==> config.mk <==
export PLATFORM = sky130hd
export DESIGN_NAME = wsrc_rate_ctrl
export DESIGN_NICKNAME = d
export VERILOG_FILES = /design/src/hw/wsrc_pkg.sv /design/src/hw/wsrc_rate_ctrl.sv
export SDC_FILE = /design/constraint.sdc
export NUM_CORES = 1
export LEC_CHECK = 0
export BUFFER_PORTS_ARGS = -buffer_cell sky130_fd_sc_hd__buf_2
export CAP_MARGIN = 10
export CORE_ASPECT_RATIO = 1.25
export CORE_MARGIN = 1
export CORE_UTILIZATION = 51
export CTS_CLUSTER_SIZE = 10
export DETAILED_ROUTE_END_ITERATION = 8
export MAX_ROUTING_LAYER = met4
export PLACE_DENSITY = 0.75
export SLEW_MARGIN = 5
export SYNTH_ARGS = -nofsm -noshare
export SYNTH_HDL_FRONTEND = slang
export SYNTH_SLANG_ARGS = --single-unit
==> constraint.sdc <==
create_clock -name mclk -period 6.3 [get_ports mclk]
set_clock_uncertainty 0.2 [all_clocks]
set_input_delay 0.315 -clock mclk [delete_from_list [all_inputs] [get_ports mclk]]
set_output_delay 0.315 -clock mclk [all_outputs]
set_load 0.03 [all_outputs]
==> src/hw/wsrc_pkg.sv <==
/*
  Constants, state codes and register layout for the wake/sleep sample rate control block.
  Assumes a 125 MHz mclk and a host-side serial front end that turns I2C or SPI accesses
  into single-cycle register strobes.
*/
// Behaviour
// - rate register at 0x17: wake code bits 7:4, sleep code bits 3:0, read/write.
// - reset value all zeros with boot pin low, 0xc0 with boot pin high.
// - in low-power and high-performance modes the code selects an output rate.
// - low-power: code 0 is 3200 Hz, halving per step, 0.781 Hz from 12 up.
// - flexible mode: code is decimation; period is (idle+1) ticks times decimation.
// - flexible mode code 6 selects decimation 64.
// - wake power mode 1x makes the upper nibble the wake decimation code.
// - fast settings deliver first sample after 528.5 us plus decimation term.
// - after the first sample, samples follow once per output period.
// - all other settings deliver the first sample within one output period.
// - wake/sleep change inserts a 500 us gap before the new-rate acquisition.
// - boot pin high and data-ready enabled: interrupt line low 5 ms per sample.
// - power mode 00 low-power, 01 high-performance, 1x flexible.
// - high-performance: decimation 2^code, saturating at 4096 from code 12.
// - flexible: decimation 2^code saturating at 4096, each sample 0.3125 ms.
package wsrc_pkg;
  localparam logic [7:0] WSRC_CFG_ADDR = 8'h17;
  localparam logic [7:0] WSRC_CFG_RST_GND = 8'h00;
  localparam logic [7:0] WSRC_CFG_RST_VDD = 8'hc0;
  localparam int WSRC_WAKE_MSB = 7;
  localparam int WSRC_WAKE_LSB = 4;
  localparam int WSRC_SLEEP_MSB = 3;
  localparam int WSRC_SLEEP_LSB = 0;
  localparam logic [1:0] WSRC_PM_LOW = 2'h0;
  localparam logic [1:0] WSRC_PM_HIGH = 2'h1;
  localparam logic [3:0] WSRC_CODE_SAT = 4'hc;
  localparam logic [3:0] WSRC_CODE_FAST = 4'h0;
  localparam logic [1:0] WSRC_LOAD_WAIT = 2'h3;

  // times in nanoseconds; the tick rounds down, the first-sample delay rounds up
  localparam longint WSRC_CLK_NS = 8;
  localparam longint WSRC_TICK_NS = 312500;
  localparam longint WSRC_FIRST_NS = 528500;
  localparam longint WSRC_DEC_STEP_NS = 312000;
  localparam longint WSRC_GAP_NS = 500000;
  localparam longint WSRC_PULSE_NS = 5000000;
  localparam int WSRC_TICK_CYC = int'(WSRC_TICK_NS / WSRC_CLK_NS);
  localparam int WSRC_FIRST_CYC = int'((WSRC_FIRST_NS + WSRC_CLK_NS - 1) / WSRC_CLK_NS);
  localparam int WSRC_DEC_STEP_CYC = int'(WSRC_DEC_STEP_NS / WSRC_CLK_NS);
  localparam int WSRC_GAP_CYC = int'(WSRC_GAP_NS / WSRC_CLK_NS);
  localparam int WSRC_PULSE_CYC = int'(WSRC_PULSE_NS / WSRC_CLK_NS);

  typedef enum logic [3:0] {
    WSRC_PH_STBY = 4'h1,
    WSRC_PH_FIRST = 4'h2,
    WSRC_PH_RUN = 4'h4,
    WSRC_PH_GAP = 4'h8
  } wsrc_phase_t;

  typedef struct packed {
    wsrc_phase_t phase;
    logic [7:0] cfg;
    logic [1:0] ld_cnt;
    logic loaded;
    logic [2:0] pin_sync;
    logic boot;
    logic wake_cur;
    logic [27:0] wait_cnt;
    logic [15:0] div_cnt;
    logic [24:0] per;
    logic [24:0] per_cnt;
    logic [19:0] pulse_cnt;
    logic sample;
    logic [3:0] dec_log2;
    logic [7:0] rdata;
  } wsrc_st_t;
endpackage : wsrc_pkg

==> src/hw/wsrc_rate_ctrl.sv <==
/*
  Wake/sleep sample rate control: rate register, first-sample delay, steady sample
  strobes, state-change gap and the motion-mode data-ready pulse.
  Assumes active, wake state, power modes and idle times come from logic on mclk;
  only the boot-mode pin is asynchronous.
*/
`timescale 1ns/1ps
module wsrc_rate_ctrl
  import wsrc_pkg::*;
#(
  parameter int TICK_CYC = WSRC_TICK_CYC,
  parameter int FIRST_CYC = WSRC_FIRST_CYC,
  parameter int DEC_STEP_CYC = WSRC_DEC_STEP_CYC,
  parameter int GAP_CYC = WSRC_GAP_CYC,
  parameter int PULSE_CYC = WSRC_PULSE_CYC
) (
  input wire logic mclk,
  input wire logic rst,
  input wire logic clk_en,
  input wire logic boot_mode_pin,
  input wire logic [7:0] reg_addr,
  input wire logic reg_wr,
  input wire logic [7:0] reg_wdata,
  output logic [7:0] reg_rdata,
  input wire logic active,
  input wire logic wake_state,
  input wire logic [1:0] wake_power_mode,
  input wire logic [1:0] sleep_power_mode,
  input wire logic [11:0] wake_idle,
  input wire logic [11:0] sleep_idle,
  input wire logic data_ready_interrupt,
  output logic sample_strobe,
  output logic [3:0] decimation_log2,
  output logic gap_active,
  output logic first_interrupt_line_n
);
  wsrc_st_t q;
  wsrc_st_t d;
  logic wr_hit;
  logic [3:0] code;
  logic [1:0] pm;
  logic [11:0] idle;
  logic flex;
  logic [3:0] n_sat;
  logic [24:0] per_new;
  logic [3:0] dec_new;
  logic fast;
  logic [27:0] first_wait;
  logic tick;
  logic leave_state;

  assign wr_hit = reg_wr && (reg_addr == WSRC_CFG_ADDR);

  // selection of the settings for the state that is about to run
  always_comb begin
    code = wake_state ? q.cfg[WSRC_WAKE_MSB:WSRC_WAKE_LSB] : q.cfg[WSRC_SLEEP_MSB:WSRC_SLEEP_LSB];
    pm = wake_state ? wake_power_mode : sleep_power_mode;
    idle = wake_state ? wake_idle : sleep_idle;
    flex = pm[1];
    n_sat = (code >= WSRC_CODE_SAT) ? WSRC_CODE_SAT : code;
    if (flex) begin
      per_new = 25'({1'b0, idle} + 13'h001) << n_sat;
    end else begin
      per_new = 25'h0000001 << n_sat;
    end
    dec_new = (flex || pm == WSRC_PM_HIGH) ? n_sat : 4'h0;
    fast = flex ? (idle == 12'h000) : (code == WSRC_CODE_FAST);
    first_wait = 28'(FIRST_CYC) + ((28'(DEC_STEP_CYC) << dec_new) - 28'(DEC_STEP_CYC));
  end

  assign tick = (q.div_cnt == 16'(TICK_CYC - 1));
  assign leave_state = (wake_state != q.wake_cur) && (q.phase != WSRC_PH_GAP);

  always_comb begin
    d = q;
    d.sample = 1'b0;
    // three-stage pin synchroniser; the value moves once the last two agree
    d.pin_sync = {q.pin_sync[1:0], boot_mode_pin};
    if (q.pin_sync[1] == q.pin_sync[2]) begin
      d.boot = q.pin_sync[2];
    end
    // reset value waits for a settled pin, so the async reset stays constant
    if (!q.loaded) begin
      if (q.ld_cnt == WSRC_LOAD_WAIT) begin
        d.loaded = 1'b1;
        d.cfg = d.boot ? WSRC_CFG_RST_VDD : WSRC_CFG_RST_GND;
      end else begin
        d.ld_cnt = q.ld_cnt + 2'h1;
      end
    end
    if (wr_hit) begin
      d.cfg = reg_wdata;
      d.loaded = 1'b1;
    end
    d.rdata = (reg_addr == WSRC_CFG_ADDR) ? q.cfg : 8'h00;
    if (!active) begin
      d.phase = WSRC_PH_STBY;
    end else if (q.phase != WSRC_PH_STBY && leave_state) begin
      d.phase = WSRC_PH_GAP;
      d.wait_cnt = 28'(GAP_CYC);
      d.wake_cur = wake_state;
      d.per = per_new;
      d.dec_log2 = dec_new;
    end else begin
      unique case (q.phase)
        WSRC_PH_STBY: begin
          d.per = per_new;
          d.dec_log2 = dec_new;
          d.wake_cur = wake_state;
          d.div_cnt = 16'h0000;
          d.per_cnt = 25'h0000000;
          if (fast) begin
            d.phase = WSRC_PH_FIRST;
            d.wait_cnt = first_wait;
          end else begin
            d.phase = WSRC_PH_RUN;
          end
        end
        WSRC_PH_FIRST, WSRC_PH_GAP: begin
          if (q.wait_cnt <= 28'h0000001) begin
            d.sample = 1'b1;
            d.phase = WSRC_PH_RUN;
            d.div_cnt = 16'h0000;
            d.per_cnt = 25'h0000000;
          end else begin
            d.wait_cnt = q.wait_cnt - 28'h0000001;
          end
        end
        WSRC_PH_RUN: begin
          if (tick) begin
            d.div_cnt = 16'h0000;
            if (q.per_cnt >= q.per - 25'h0000001) begin
              d.per_cnt = 25'h0000000;
              d.sample = 1'b1;
            end else begin
              d.per_cnt = q.per_cnt + 25'h0000001;
            end
          end else begin
            d.div_cnt = q.div_cnt + 16'h0001;
          end
        end
      endcase
    end
    // restarting on every sample means fast rates hold the line low throughout
    if (d.sample && q.boot && data_ready_interrupt) begin
      d.pulse_cnt = 20'(PULSE_CYC);
    end else if (q.pulse_cnt != 20'h00000) begin
      d.pulse_cnt = q.pulse_cnt - 20'h00001;
    end
  end

  always_ff @(posedge mclk or posedge rst) begin
    if (rst) begin
      q <= '{phase: WSRC_PH_STBY, default: '0};
    end else if (clk_en) begin
      q <= d;
    end
  end

  assign reg_rdata = q.rdata;
  assign sample_strobe = q.sample;
  assign decimation_log2 = q.dec_log2;
  assign gap_active = (q.phase == WSRC_PH_GAP);
  assign first_interrupt_line_n = (q.pulse_cnt == 20'h00000);
endmodule : wsrc_rate_ctrl

# == Word-level counts from Yosys, hierarchy flattened ==
# Cells that the tools add are included.
# totals
n_memories,0
inputBits,52
reg_bits,147
mem_bits_rw,0
latchBits,0
rom_bits,0
# classes
muxes,45
magnitude_cmp,3
bitwise,3
reduce_logical,23
n_mul,0
n_eq_ne,19
n_shift,3
div,0
n_addsub,9
# ops
op,n
25-bit two-way mux,6
25-bit one-hot mux with 3 select lines,1
28-bit two-way mux,2
28-bit one-hot mux with 2 select lines,1
16-bit one-hot mux with 3 select lines,1
20-bit two-way mux,2
16-bit two-way mux,2
4-bit two-way mux,8
8-bit two-way mux,4
29-bit two-way mux,1
18-bit by 28-bit adder with 28-bit output (first input constant),1
28-bit by 1-bit less-or-equal comparator with 1-bit output (second input constant),1
16-bit by 4-bit << shifter with 28-bit output (first input constant),1
28-bit by 1-bit subtractor with 28-bit output (second input constant),1
28-bit by 17-bit subtractor with 28-bit output (second input constant),1
25-bit by 1-bit adder with 25-bit output (second input constant),1
25-bit >= comparator,1
1-bit by 4-bit << shifter with 25-bit output (first input constant),1
13-bit by 4-bit << shifter with 25-bit output,1
25-bit by 1-bit subtractor with 25-bit output (second input constant),1
20-bit logical NOT,1
20-bit nonzero test,1
20-bit by 1-bit subtractor with 20-bit output (second input constant),1
16-bit by 1-bit adder with 16-bit output (second input constant),1
38 further kinds,63

# == Longest topological paths before layout ==
# Gate-level depths: netlist of the first run.
# logic_depth
depth_word,11
depth_mapped,17
mapped_depth_nobuf,15

# == Least setup slack after synthesis of the first run ==
# OpenSTA, ideal clock, no wires.
# synth_timing
path_kind,flip-flop to flip-flop
from,register q[64] (netlist bit)
to,register q[20] (netlist bit)
setup_ns,0.078
stages_incl_launch_ff,17
path_slack_ns,1.579
arrival_ns,4.444
t_required_ns,6.022
path_buffers,1
synth_period_minus_slack_ns,4.721
cell_sequence,dfrtp_1 -> or4_1 -> or3_1 -> or4_1 -> nor3_2 -> nand2_1 -> nor4_1 -> xnor2_1 -> ha_1 -> and3_1 -> nand4_1 -> or3_1 -> o211a_1 -> o21a_2 -> buf_6 -> or4_1 -> a21oi_1
# synth_between
elab_chain_len,11
word_cells_on_any_way,12
# synth_lines
item,line_no,source
start: declaration,wsrc_rate_ctrl.sv:37,wsrc_st_t q;
start signal: assignment,wsrc_rate_ctrl.sv:154,"q <= '{phase: WSRC_PH_STBY, default: '0};"
start signal: assignment,wsrc_rate_ctrl.sv:156,q <= d;
25-bit by 1-bit subtractor with 25-bit output (*),wsrc_rate_ctrl.sv:132,if (q.per_cnt >= q.per - 25'h0000001) begin
25-bit >= comparator (*),wsrc_rate_ctrl.sv:132,
1-bit two-way mux (*),wsrc_rate_ctrl.sv:132,
1-bit two-way mux (*),wsrc_rate_ctrl.sv:130,if (tick) begin
1-bit one-hot mux with 2 select lines (*),wsrc_rate_ctrl.sv:105,unique case (q.phase)
1-bit two-way mux (*),wsrc_rate_ctrl.sv:98,end else if (q.phase != WSRC_PH_STBY && leave_state) begin
5-bit two-way mux (*),wsrc_rate_ctrl.sv:96,if (!active) begin
1-bit logical AND (*) (2 in a row),wsrc_rate_ctrl.sv:145,if (d.sample && q.boot && data_ready_interrupt) begin
2-bit nonzero test (no source line),-,
2-bit AND reduction (no source line),-,
# Every way passes the cells marked *; elsewhere a longest branch is shown, timed or not.
# A chain may end at the register's enable or synchronous reset.

# == Worst setup path after layout of the first run ==
# layout_timing
from,register q[64] (netlist bit)
to,register q[28] (netlist bit)
# Same word-level chain as after synthesis.

==> reports/qor.csv, run 1 <==
stage;metric;value;unit
outcome;status;finished, final reports clean;
setup_path;crit_chain;or4_1, or3_1, or4_1, nor3_2, nand2_1, nor4_1, xnor2_1, ha_1, and3_1, nand4_1, or3_1, o211a_1, o21ai_0, nor3b_2, or3b_1;
drt;drtIter0Drc;1000;
logic_synthesis;synth_top_cell_area_share;33.9;%
logic_synthesis;syn_area_per_cell;8.28;sq um
clock_network;clockBufferDepth;2;
setup_path;crit_path_start;q[64];
run;drv_cap;0;
logic_synthesis;yosys_register_bits;147;
logic_synthesis;ys.flop_type;dfrtp_1;
setup_path;timing.rr.start;q[64];
cells_and_area;areaGrowthSynthToFinish;10.2;%
timing;fin_crit;5.15;ns
logic_synthesis;synth_common_cells;dfrtp_1, nor2_1, nand2_1, o21ai_0, a21oi_1;
die;io-pin-count;67;
clock_network;post_cts_buffers;0;
timing;slew_viol_final;0;
die;fp.dieW;132;um
global_route;met2_usage;47.5;%
global_route;grt_busiest_layer;met2;
logic_synthesis;yosysMostFrequentCell;dfrtp_1;
die;die_h;165;um
drt;wl_per_cell;17.7;um
clock_network;path_clk_slew;0.06;ns
setup_path;cp-end-kind;flop;
cells_and_area;nNetsFinal;1427;
drt;drc;0;
clock_network;cts.htree.levels;4;
logic_synthesis;yosysUniqueCellTypes;85;
logic_synthesis;netlist_instances;1302;
cells_and_area;antenna_cells;0;
logic_synthesis;yosys_warnings;0;
power;ir_drop;0.000211;V
die;initial_core_util;52.0;%
setup_path;worstReg2RegEnd;q[28];
placement;pre_cts_ws;1.12;ns
die;dieArea;21700;sq um
timing;fin_crit_sh;81.7;%
drt;vias_per_cell;6.32;
global_route;grt_pass1_vias;9624;
logic_synthesis;synthArstFlopShare;100;%
global_route;antenna_found_initial;0;
clock_network;cts_tree;yes;
global_route;grt_max_degree;101;
logic_synthesis;syn_area;10800;sq um
power;p_per_area;341;nW/um^2
logic_synthesis;seq_area_frac_synth;34.1;%
setup_path;slowest_stage;or4_1;
drt;routed_wl;28600;um
logic_synthesis;syn_nets;1394;
global_route;grt_use_met1;34.1;%
setup_path;setup.worst_path.class;flop to flop;
logic_synthesis;synth_area_leader_cell;dfrtp_1;
placement;numPlacedInstances;1580;
placement;placement.cell_area;11200;sq um
cells_and_area;fin_area;11900;sq um
setup_path;critPathCapture;q[28];
setup_path;crit_arrival;5.32;ns
setup_path;reg2regPathDepth;15;
logic_synthesis;synth_edf_count;0;
global_route;gr-total-overflow;0;
setup_path;cp_max_fo;9;
timing;rsz0062_at_grt;no;
setup_path;startpoint_type;flop;
global_route;grt_usage;28.1;%
timing;relSlewSlack;27.1;%
global_route;use_met3;4.48;%
hold_path;hp-class;input port to flop;
drt;ant_nets;0;
timing;finalSetupViolCount;0;
cells_and_area;final_cells;1621;
clock_network;clk_latency;0.43;ns
placement;portBuffers;66;
die;rows;59;
setup_path;ff2ff_setup_slack;1.15;ns
logic_synthesis;synth_area_leaders;dfrtp_1, nor2_1, nand2_1;
setup_path;crit_required;6.47;ns
drt;vias;10251;
placement;dp_hpwl;20900;um
timing;timing.final.hold_violations;0;
clock_network;clock-sinks;147;
global_route;grt_pass1_wl;48100;um
drt;firstDrtPassIters;5;
timing;setup_slack;1.15;ns
timing;setup_tns;0;ns
timing;max_freq;0.194;GHz
cells_and_area;layout-drive-gt1-share;11.4;%
setup_path;slowest_delay;0.59;ns
clock_network;root_buffer;clkbuf_16;
timing;tightest_slew;1.08;ns
power;leakage;4.97;nW
die;core_area;20700;sq um
placement;gp_congestion;0.939;
timing;timing.hold.ws;0.0374;ns
clock_network;cts_made_buffers;17;
## metrics by stage
step	total power [mW]	utilization (%)
after floorplan	2.60	-
after global placement	2.94	53.9
after detailed placement	2.98	53.9
after CTS	4.05	57.2
after global routing	4.33	57.2
final	4.05	57.2
## report_power, final
group	total (mW)	internal, mW	switching (mW)
clock network	1.05	0.633	0.418
logic	1.59	0.607	0.981
registers	1.41	1.15	0.266
## critical path: cells and delay by family, from the launching register on
| family | cells | cell delay (ns) |
|---|---|---|
| xor gates and xnor gates | 1 | 0.11 |
| adders and majority gates | 1 | 0.28 |
| and+or+nand+nor | 11 | 3.46 |
| DFF | 1 | 0.43 |
| AOI/OAI and AO/OA | 2 | 0.60 |
## worst min path at each step
stage                             from           end  slack [ns]  depth (start not counted)
after floorplan                 active        q[143]        0.18                          1
after global placement          q[133]        q[133]        0.27                          1
after detailed placement  reg_rdata[1]  reg_rdata[1]        0.27                          1
after CTS                 reg_wdata[7]        q[142]        0.03                          3
after global routing      reg_wdata[7]        q[142]        0.05                          3
final                     reg_wdata[7]        q[142]        0.04                          3
## placed cells by master (no fill, tap or decap), types with 13 or more instances in the layout
cell / instances
a22o_1: 13
inv_1: 31
or3_1: 24
buf_2: 66
buf_4: 13
dfrtp_1: 146
o21ai_0: 102
a21oi_1: 65
clkbuf_16: 17
nor4_1: 26
nor3_1: 54
a31oi_1: 17
nor2_1: 144
nand4_1: 24
a211oi_1: 13
o22ai_1: 13
mux2i_1: 24
nand3_1: 44
nand2_1: 141
or4_1: 17
xnor2_1: 46
and3_1: 17
ha_1: 40
xor2_1: 27
## layout make-up
| cell class | count | area (sq um) |
|---|---|---|
| clock buffer | 19 | 443 |
| clock inverter | 12 | 156 |
| inverter | 32 | 125 |
| multi-input combinational | 1048 | 6600 |
| timing repair buffer | 89 | 528 |
| sequential | 147 | 3680 |
| tap | 274 | 343 |
| fill | 1863 | 8870 |
## sequential cells by signal (all words and copies together) (netlist names)
| signal | count |
|---|---|
| q | 132 |
| reg_rdata | 8 |
| decimation_log2 | 4 |
| d | 2 |
| sample_strobe | 1 |
## cell families after synthesis
family          share of synthesized area (%)
fa+ha+maj                                4.64
mux                                      3.38
flops                                    34.1
buf+inv                                  4.69
simple gates                             26.7
compound gates                           20.5
xor+xnor                                 5.93
## routing by layer
metal / vias to the layer above / routed length (um)
met1: 4971 / 12400
li1: 4901 / -
met3: 64 / 1240
met5: - / 0
met2: 315 / 14200
met4: 0 / 745
## timing repair
action | 4_1_cts | 5_1_grt
hold buffers | 10 | 0
resized for setup | 0 | 0
endpoints found under the hold margin | 108 | 0
(Power assumes the default switching activity.)
==> run 2, diff against run 1 <==
Settings changed: ABC_AREA set to 1.
Clock period 6.3 ns to 4.8 ns, I/O delays scaled along.
==> run 2 against run 1 <==
  * Setup slack worse by 0.67 ns
  * Die area up 6.0%
  * Sequential cell count unchanged
  * Critical path depth up 11
  * Sequential share of layout area down 1.7 points
  * Power up 32%
  * Largest power group unchanged
  * Highest routed layer unchanged
==> reports/qor.csv, run 2 <==
stage;metric;value;unit
logic_synthesis;syn_area_per_cell;6.81;sq um
cells_and_area;antenna_cells;0;
drt;vias;11300;
global_route;grt_max_degree;112;
timing;max_freq;0.231;GHz
die;fp.dieW;136;um
setup_path;startpoint_type;flop;
placement;portBuffers;66;
cells_and_area;mostFrequentLayoutCell;nand2_1;
timing;slew_viol_final;0;
run;drv_cap;0;
outcome;status;finished, final reports clean;
logic_synthesis;seq_area_frac_synth;32.2;%
hold_path;hp-class;input port to flop;
die;dieArea;23000;sq um
timing;timing.final.hold_violations;0;
power;leakage;6.30;nW
cells_and_area;ff_latch_area;3680;sq um
die;core_area;21800;sq um
logic_synthesis;synth_common_cells;nand2_1, inv_1, nand3_1, nor2_1, dfrtp_1;
clock_network;path_clk_slew;0.07;ns
clock_network;post_cts_buffers;0;
timing;fin_crit;4.32;ns
setup_path;cp_max_fo;15;
setup_path;crit_arrival;4.45;ns
logic_synthesis;netlist_instances;1680;
global_route;antenna_found_initial;0;
clock_network;clk_latency;0.44;ns
power;p_sw;2.31;mW
logic_synthesis;yosysUniqueCellTypes;60;
drt;vias_per_cell;5.59;
drt;firstDrtPassIters;5;
cells_and_area;fillers;2042;
cells_and_area;final_cell_mix;nand2_1, inv_1, nand3_1;
setup_path;crit_required;4.92;ns
timing;setup_tns;0;ns
cells_and_area;largest_register;q;
power;ir_drop;0.000290;V
clock_network;cts_tree;yes;
setup_path;setup.worst_path.class;flop to flop;
cells_and_area;largest_register_ffs;132;
logic_synthesis;synth_top_cell_area_share;31.9;%
clock_network;clockBufferDepth;2;
cells_and_area;multi_input_area;6570;sq um
logic_synthesis;yosys_register_bits;147;
power;p_int;3.05;mW
global_route;grt_pass1_wl;50600;um
timing;tightest_slew;0.995;ns
drt;drtIter0Drc;854;
global_route;gr-total-overflow;0;
power;p_seq_share;32.5;%
drt;drc;0;
logic_synthesis;synth_area_leader_cell;dfrtp_1;
die;io-pin-count;67;
global_route;grt_usage;28.2;%
die;initial_core_util;52.5;%
logic_synthesis;synth_edf_count;0;
setup_path;cp-end-kind;flop;
logic_synthesis;syn_nets;1772;
clock_network;clock-sinks;147;
drt;ant_nets;0;
logic_synthesis;syn_area;11400;sq um
die;rows;60;
drt;wl_per_cell;15.0;um
cells_and_area;nNetsFinal;1823;
logic_synthesis;ys.flop_type;dfrtp_1;
placement;gp_congestion;0.945;
logic_synthesis;synthArstFlopShare;100;%
logic_synthesis;yosys_warnings;0;
placement;dp_hpwl;22600;um
logic_synthesis;synth_area_leaders;dfrtp_1, nand2_1, nand3_1;
clock_network;cts_made_buffers;17;
drt;routed_wl;30400;um
die;die_h;169;um
cells_and_area;areaGrowthSynthToFinish;10.0;%
timing;rsz0062_at_grt;no;
power;clockPowerShare;26.6;%
power;p_per_area;425;nW/um^2
logic_synthesis;yosysMostFrequentCell;nand2_1;
timing;fin_crit_sh;90.1;%
global_route;grt_pass1_vias;10800;
cells_and_area;layout-drive-gt1-share;11.4;%
clock_network;root_buffer;clkbuf_16;
timing;relSlewSlack;33.7;%
power;total_power;5.35;mW
power;power_frac_comb;40.9;%
timing;finalSetupViolCount;0;
power;switching_share;43.1;%
clock_network;cts.htree.levels;4;
-- run 2: metrics by stage --
step / hold WS, ns / worst slack, ns / std cells / utilization (%) / instance area [sq um]
CTS: 0.0205 / 0.141 / 2023 / 57.7 / 12600
global route: 0.0949 / 0.0628 / 2023 / 57.8 / 12600
global placement: 0.250 / 0.338 / 1980 / 54.3 / 11800
finish: 0.0348 / 0.476 / 2023 / 57.8 / 12600
detailed placement: 0.253 / 0.164 / 1980 / 54.3 / 11800
floorplan: 0.104 / 0.410 / 1680 / - / 11400
-- run 2: critical path, cell delays in order (launching register included) --
cell and delay, ns:
dfrtp_1 0.36, inv_1 0.14, ha_1 0.21, nand2_1 0.11, nor3_2 0.20, nand3_2 0.15, nor2_1 0.18, nand2_1 0.11
nor3_2 0.18, and2_1 0.20, nand3_1 0.09, xor2_1 0.15, ha_1 0.31, nand2_1 0.05, nor2_1 0.11, nand2_1 0.06
nor2_1 0.15, nor2b_1 0.15, nand2_1 0.06, nand3_1 0.11, nand2_1 0.11, nand2_1 0.12, nand2_2 0.12, nand2_4 0.18
nand2_4 0.14, o21ai_0 0.19, nand2_1 0.07
-- run 2: kinds of logic (layout without fill, tap and decap cells) --
logic type / count (synthesis) / after routing / synth area share, %
muxes: 2 / 2 / 0.186
buffers and inverters: 279 / 343 / 10.7
xor gates and xnor gates: 55 / 55 / 4.21
DFF: 147 / 147 / 32.2
AOI/OAI and AO/OA: 211 / 211 / 10.8
adders and majority gates: 40 / 40 / 4.38
and+or+nand+nor: 946 / 946 / 37.5
-- run 2: cell type report --
class	instances	area share, %
flip-flops and latches	147	29.2
repair buffers	89	4.22
clock buffers	19	3.52
clock inverters	13	1.38
well taps	279	2.77
inverters	222	6.68
multi-input cells	1254	52.2
-- run 2: final timing paths --
check | from | end | slack (ns) | cells after the start
max in group asynchronous | rst | q[143] | 2.87 | 4
worst min-delay path | reg_wr | q[142] | 0.03 | 4
worst min register to register | reg_rdata[3] | reg_rdata[3] | 0.28 | 2
worst max register to register | q[58] | q[24] | 0.48 | 26
worst max-delay path | q[58] | q[24] | 0.48 | 26
min in group asynchronous | rst | reg_rdata[7] | 0.41 | 3
-- run 2: what timing repair did --
item	in CTS	in global routing
setup endpoints to repair	0	28
hold buffers	11	0
resized for setup	0	6
hold endpoints to repair	121	0
-- run 2: power groups by stage --
| stage | clock network [mW] | registers (mW) | logic, mW |
|---|---|---|---|
| finish | 1.42 | 1.74 | 2.19 |
| floorplan | 0 | 1.68 | 1.70 |
| CTS | 1.44 | 1.73 | 2.16 |
| detailed placement | 0 | 1.75 | 2.14 |
| global placement | 0 | 1.74 | 2.07 |
| global route | 1.49 | 1.77 | 2.48 |
-- run 2: per-layer routing --
layer	routed length, um	vias to the layer above	share of wire, %	GRT usage, %
li1	-	5624	-	-
met1	13000	5266	43	34.0
met2	15300	358	50	48.0
met3	1430	52	4.7	3.94
met4	656	0	2.2	9.52
met5	0	-	0	-
